<file path="src/hw/pssr_pkg.sv">
// Package for the power-switch state register bank: offsets, fields,
// reset values and rail state codes.
// Assumes a register port with 8-bit address and 8-bit data.
`default_nettype none

package pssr_pkg;

	localparam int PSSR_NUM_RAILS = 3;
	localparam logic [7:0] PSSR_ADDR_RADIO = 8'h4e;
	localparam logic [7:0] PSSR_ADDR_PANEL = 8'h4f;
	localparam logic [7:0] PSSR_ADDR_GENERAL = 8'h50;
	localparam logic [7:0] PSSR_RESET_VALUE = 8'h24;
	localparam int PSSR_STATE_LSB = 0;
	localparam int PSSR_EXIT_LSB = 3;
	localparam logic [1:0] PSSR_RESERVED_READ = 2'h0;

	typedef enum logic [2:0] {
		PSSR_CODE_OFF = 3'h4,
		PSSR_CODE_LOW_POWER = 3'h5,
		PSSR_CODE_ACTIVE_A = 3'h6,
		PSSR_CODE_ACTIVE_B = 3'h7
	} pssr_code_e;

	typedef enum logic [1:0] {
		PSSR_RAIL_RESERVED = 2'h0,
		PSSR_RAIL_OFF = 2'h1,
		PSSR_RAIL_LOW_POWER = 2'h2,
		PSSR_RAIL_ACTIVE = 2'h3
	} pssr_rail_e;

	// One rail's stored fields
	typedef struct packed {
		logic [2:0] exit_state;
		logic [2:0] state_select;
	} pssr_rail_s;

	// Register access request
	typedef struct packed {
		logic wr_en;
		logic rd_en;
		logic [7:0] addr;
		logic [7:0] wdata;
	} pssr_req_s;

endpackage

`default_nettype wire

</file>
<file path="src/hw/pssr_bank.sv">
// Switch control register bank for the three 3.3 V power-switch rails.
// Assumes a same-clock register port driven by the SPI controller and an
// asynchronous standby-exit pin.
// Operation
// - Three RW registers, reset 0x24
// - Bits 2:0 decode rail state
// - Standby exit copies codes 4-7
// - Codes 0-3 in exit field: no copy
`default_nettype none

module pssr_bank
	import pssr_pkg::*;
(
	input wire logic mclk,
	input wire logic rst,
	input wire pssr_req_s req,
	input wire logic standby_exit_pin,
	output logic [7:0] rdata,
	output logic rd_valid,
	output logic addr_hit,
	output pssr_rail_e radio_gps_rail_switch,
	output pssr_rail_e panel_rail_switch,
	output pssr_rail_e general_rail_switch
);

	// ****************************************
	// Constants
	// ****************************************
	// Index that no register owns
	localparam logic [1:0] IDX_NONE = 2'h3;
	localparam pssr_rail_s RAIL_RESET = pssr_rail_s'(PSSR_RESET_VALUE[5:0]);

	// ****************************************
	// Helpers
	// ****************************************
	function automatic logic [1:0] rail_index(input logic [7:0] a);
		unique case (a)
			PSSR_ADDR_RADIO: rail_index = 2'h0;
			PSSR_ADDR_PANEL: rail_index = 2'h1;
			PSSR_ADDR_GENERAL: rail_index = 2'h2;
			default: rail_index = IDX_NONE;
		endcase
	endfunction

	function automatic pssr_rail_e decode_state(input logic [2:0] c);
		unique case (c)
			PSSR_CODE_OFF: decode_state = PSSR_RAIL_OFF;
			PSSR_CODE_LOW_POWER: decode_state = PSSR_RAIL_LOW_POWER;
			PSSR_CODE_ACTIVE_A,
			PSSR_CODE_ACTIVE_B: decode_state = PSSR_RAIL_ACTIVE;
			default: decode_state = PSSR_RAIL_RESERVED;
		endcase
	endfunction

	// Exit codes 0-3 leave the rail alone
	function automatic logic exit_code_copies(input logic [2:0] c);
		exit_code_copies = c[2];
	endfunction

	function automatic logic index_mapped(input logic [1:0] idx);
		index_mapped = (idx != IDX_NONE);
	endfunction

	// ****************************************
	// Standby-exit pin synchroniser and edge
	// ****************************************
	logic exit_meta_reg;
	logic exit_sync_reg;
	logic exit_prev_reg;
	logic exit_rise;

	// Two flops before any logic sees the pin
	always_ff @(posedge mclk or posedge rst)
	begin
		if (rst)
		begin
			exit_meta_reg <= 1'b0;
			exit_sync_reg <= 1'b0;
		end
		else
		begin
			exit_meta_reg <= standby_exit_pin;
			exit_sync_reg <= exit_meta_reg;
		end
	end

	// Resets to the idle pin level, so reset alone makes no edge
	always_ff @(posedge mclk or posedge rst)
	begin
		if (rst)
		begin
			exit_prev_reg <= 1'b0;
		end
		else
		begin
			exit_prev_reg <= exit_sync_reg;
		end
	end

	// Copy once per assertion, not every cycle it stays high
	assign exit_rise = exit_sync_reg & ~exit_prev_reg;

	// ****************************************
	// Address decode
	// ****************************************
	logic [1:0] wr_idx;
	logic acc_mapped;

	assign wr_idx = rail_index(req.addr);
	assign acc_mapped = index_mapped(wr_idx);

	// ****************************************
	// Register array
	// ****************************************
	pssr_rail_s rail_reg [PSSR_NUM_RAILS];

	for (genvar i = 0; i < PSSR_NUM_RAILS; i++)
	begin : g_rail
		logic wr_hit;
		logic copy_hit;

		assign wr_hit = req.wr_en && (wr_idx == 2'(i));
		assign copy_hit = exit_rise &&
			exit_code_copies(rail_reg[i].exit_state);

		always_ff @(posedge mclk or posedge rst)
		begin
			if (rst)
			begin
				rail_reg[i] <= RAIL_RESET;
			end
			else
			begin
				// Bits 7:6 have no storage, so writes there vanish
				if (wr_hit)
				begin
					rail_reg[i].exit_state <= req.wdata[PSSR_EXIT_LSB +: 3];
					rail_reg[i].state_select <= req.wdata[PSSR_STATE_LSB +: 3];
				end
				// Exit copy wins over a same-cycle write of the state field
				if (copy_hit)
					rail_reg[i].state_select <= rail_reg[i].exit_state;
			end
		end
	end

	// ****************************************
	// Read port
	// ****************************************
	// Both echoes follow one cycle late for as long as the strobe stays high; addr_hit rises only for a mapped address
	always_ff @(posedge mclk or posedge rst)
	begin
		if (rst)
		begin
			rd_valid <= 1'b0;
		end
		else
		begin
			rd_valid <= req.rd_en;
		end
	end

	always_ff @(posedge mclk or posedge rst)
	begin
		if (rst)
		begin
			addr_hit <= 1'b0;
		end
		else
		begin
			addr_hit <= (req.rd_en || req.wr_en) && acc_mapped;
		end
	end

	// Holds the last read value; unmapped reads return zero
	always_ff @(posedge mclk or posedge rst)
	begin
		if (rst)
		begin
			rdata <= 8'h00;
		end
		else if (req.rd_en)
		begin
			if (acc_mapped)
				rdata <= {PSSR_RESERVED_READ, rail_reg[wr_idx]};
			else
				rdata <= 8'h00;
		end
	end

	// ****************************************
	// Rail state outputs
	// ****************************************
	// One cycle behind the register, traded for flop-driven outputs
	localparam pssr_rail_e RAIL_OUT_RESET =
		decode_state(PSSR_RESET_VALUE[PSSR_STATE_LSB +: 3]);

	always_ff @(posedge mclk or posedge rst)
	begin
		if (rst)
		begin
			radio_gps_rail_switch <= RAIL_OUT_RESET;
		end
		else
		begin
			radio_gps_rail_switch <= decode_state(rail_reg[0].state_select);
		end
	end

	always_ff @(posedge mclk or posedge rst)
	begin
		if (rst)
		begin
			panel_rail_switch <= RAIL_OUT_RESET;
		end
		else
		begin
			panel_rail_switch <= decode_state(rail_reg[1].state_select);
		end
	end

	always_ff @(posedge mclk or posedge rst)
	begin
		if (rst)
		begin
			general_rail_switch <= RAIL_OUT_RESET;
		end
		else
		begin
			general_rail_switch <= decode_state(rail_reg[2].state_select);
		end
	end

endmodule

`default_nettype wire

</file>
<file path="config.mk">
export PLATFORM = sky130hd
export DESIGN_NAME = pssr_bank
export DESIGN_NICKNAME = d
export VERILOG_FILES = /design/src/hw/pssr_pkg.sv /design/src/hw/pssr_bank.sv
export SDC_FILE = /design/constraint.sdc
export NUM_CORES = 1
export LEC_CHECK = 0
export ABC_AREA = 1
export BUFFER_PORTS_ARGS = -buffer_cell sky130_fd_sc_hd__clkbuf_2
export CAP_MARGIN = 5
export CORE_MARGIN = 1
export CORE_UTILIZATION = 60
export CTS_BUF_LIST = sky130_fd_sc_hd__clkbuf_4 sky130_fd_sc_hd__clkbuf_8
export CTS_CLUSTER_SIZE = 10
export DETAILED_ROUTE_END_ITERATION = 8
export PLACE_DENSITY = 0.87
export SKIP_LAST_GASP = 1
export SYNTH_ARGS = -nofsm -noshare
export SYNTH_HDL_FRONTEND = slang
export SYNTH_SLANG_ARGS = --single-unit
</file>
<file path="constraint.sdc">
create_clock -name mclk -period 2.93 [get_ports mclk]
set_clock_uncertainty 0.05 [all_clocks]
set_input_delay 0 -clock mclk [delete_from_list [all_inputs] [get_ports mclk]]
set_output_delay 0 -clock mclk [all_outputs]
set_load 0.02 [all_outputs]
</file>
==> results.ini <==
[outcome]
status=finished clean

[worst_setup_path]
cp-startpoint=exit_sync_reg
crit_path_max_incr_delay_ns=0.42
critPathLaunchType=flip-flop
crit_path_end_kind=flip-flop
cp.buffers_inverters=1
critPathKind=flip-flop to flip-flop
cpMaxStageDelayCell=dfrtp_1
path_max_fanout=4
r2r-start=exit_sync_reg
cpLargestDelayFamily=simple AND/OR/NAND/NOR gates
crit_chain=nand3_1 > inv_1 > nor4_1 > nor2_1
worstReg2RegEnd=rail_reg[13]
cp.required_ns=3.11
arrival_ns=1.38
reg2regPathDepth=4
rrSetupSlack_ns=1.73

[timing]
fmax_mhz=832
final_hold_viol_count=0
period_share_pct=41.0
timing.setup.tns_ns=0
slew_violations=0
timing.final.crit_period_ns=1.20
rsz0062_at_grt=no
setup_viol=0

[power]
p_leak_nw=1.11
comb_power_share_pct=14.8
power.share.sequential_pct=57.7
net-switching-power_uw=265
power.share.clock_pct=27.5
p_int_uw=695
power_density_nw_per_um2=482
netSwitchingFraction_pct=27.6
ir_worst_vdd_v=0.000515

[hold_path]
min_path_type=input pin to flip-flop
worstHoldPathCells=6
hold_end=addr_hit
min_from=req[11]

[cts]
cts.path.max_buffers=2
clk_latency_ns=0.34
cts.htree.levels=2
cts_buffers=5
cts_tree=done
post_cts_buffers=0
root_buffer=clkbuf_4
path_clk_slew_ns=0.10
cts_sinks=35

[grt]
grt.total_usage_pct=28.6
antenna_found_initial=0
grt_pass1_vias=1389
grt_max_degree=26
grt_pass1_wl_um=5740
grt_remaining_overflow=0

[finish]
area_growth_pct=20.2
nets=273
final_core_util_pct=78.3
diodes=0
layout_commonest_cell=nand2_1
layout-drive-gt1-share_pct=24.6
mostFrequentLayoutCells=64 x nand2_1, 32 x clkbuf_2, 29 x inv_1
seqCellArea_um2=887
num-fill-cells=204
multi_input_area_um2=619
largest_reg_flops=18

[synth]
avgSynthCellArea_um2=8.08
ys_ff_latch=35
synth_largest_area_cell=dfrtp_1
synth_top_area_share_pct=39.3
ys_types=25
synthTopCellsByArea=dfrtp_1 39%, nand2_1 15%, dfstp_2 14%, inv_1 6.6%, nand3_1 6.0%
synth.yosys.warnings=0
ys_seq_area_share_pct=53.5
syn-cell-area_um2=1660
synth_cells=205

[floorplanning]
die_w_um=54.5
io_pins=37
die_h_um=54.5
initial_core_util_pct=65.1
core_area_um2=2540
dieArea_um2=2980
fp-row-count=18

[routing]
avgViaCountPerCell=5.17
wire_per_inst_um=12.2
num_vias=1457
totalWireLength_um=3430
first_iter_violations=31
route.detailed.drc=0
drt-pass1-iter-count=4
ant_nets=0

[run]
drv_cap=0

[place]
place.gp.congestion=0.881
port_buffers=32
place_hpwl_um=2560

-- per-layer routing --
layer  track usage (%)  vias up  part of all wire, %  routed length [um]
li1                  -      740                    -                   -
met1              34.3      660                   43                1480
met2              43.9       43                   49                1680
met3              10.3       14                  4.5                 154
met4              16.7        0                  3.5                 120
met5                 0        -                    0                   0
-- worst min-delay path: stages --
cell and delay (ns):
clkbuf_2 0.08, inv_1 0.05, nand4_1 0.09, nand3_1 0.06, o21ai_0 0.07, inv_1 0.04
-- what timing repair did --
item                                   CTS  global route
hold buffers                            10             0
setup endpoints to repair                0             0
endpoints found under the hold margin   54             0
gates resized for setup                  0             0
-- cells by family after synthesis --
| group | share of synthesized area [%] |
|---|---|
| AO/OA/AOI/OAI | 8.91 |
| buffers and inverters | 9.29 |
| flip-flops | 53.5 |
| other | 0.226 |
| AND/OR/NAND/NOR | 28.0 |
-- cell usage after synthesis (all sizes together) --
cell,n
a21oi,7
a31oi,1
buf,3
clkbuf,1
conb,1
dfrtp,26
dfstp,9
inv,33
nand2,68
nand3,20
nand4,1
nor2,14
nor3,1
nor4,2
o211ai,1
o21ai,13
o221ai,2
o22ai,2
-- worst max path at each step --
stage                               to  slack [ns]  depth (start not counted)
after floorplan           rail_reg[12]        1.88                          4
after global routing       rail_reg[7]        1.65                          3
final                     rail_reg[13]        1.73                          4
after CTS                 rail_reg[13]        1.73                          4
after global placement        rdata[3]        1.75                         11
after detailed placement      rdata[3]        1.73                         11
-- power groups by stage --
stage | logic (mW) | clock network, mW | registers (mW)
after floorplan | 0.0686 | 0 | 0.578
after global placement | 0.129 | 0 | 0.561
after detailed placement | 0.132 | 0 | 0.562
after CTS | 0.143 | 0.270 | 0.553
after global routing | 0.161 | 0.296 | 0.559
final | 0.142 | 0.264 | 0.554
-- cell type report --
class | instances | share of cell area (%)
Sequential cell | 35 | 44.5
Multi-Input combinational cell | 134 | 31.1
Timing Repair Buffer | 43 | 13.4
Inverter | 33 | 6.22
Clock buffer | 6 | 2.58
Tap cell | 30 | 1.88
Clock inverter | 1 | 0.251
-- stage by stage --
stage / setup WS (ns) / hold slack, ns / area, um2 / instances / power (mW)
6_report: 1.73 / 0.0253 / 1990 / 282 / 0.960
5_1_grt: 1.65 / 0.0268 / 1990 / 282 / 1.02
4_1_cts: 1.73 / 0.0144 / 1990 / 282 / 0.966
3_5_place_dp: 1.73 / -0.0768 / 1840 / 265 / 0.694
3_3_place_gp: 1.75 / -0.0887 / 1840 / 265 / 0.690
2_1_floorplan: 1.88 / -0.0186 / 1660 / 206 / 0.647
Power figures use the tool's default switching activity.
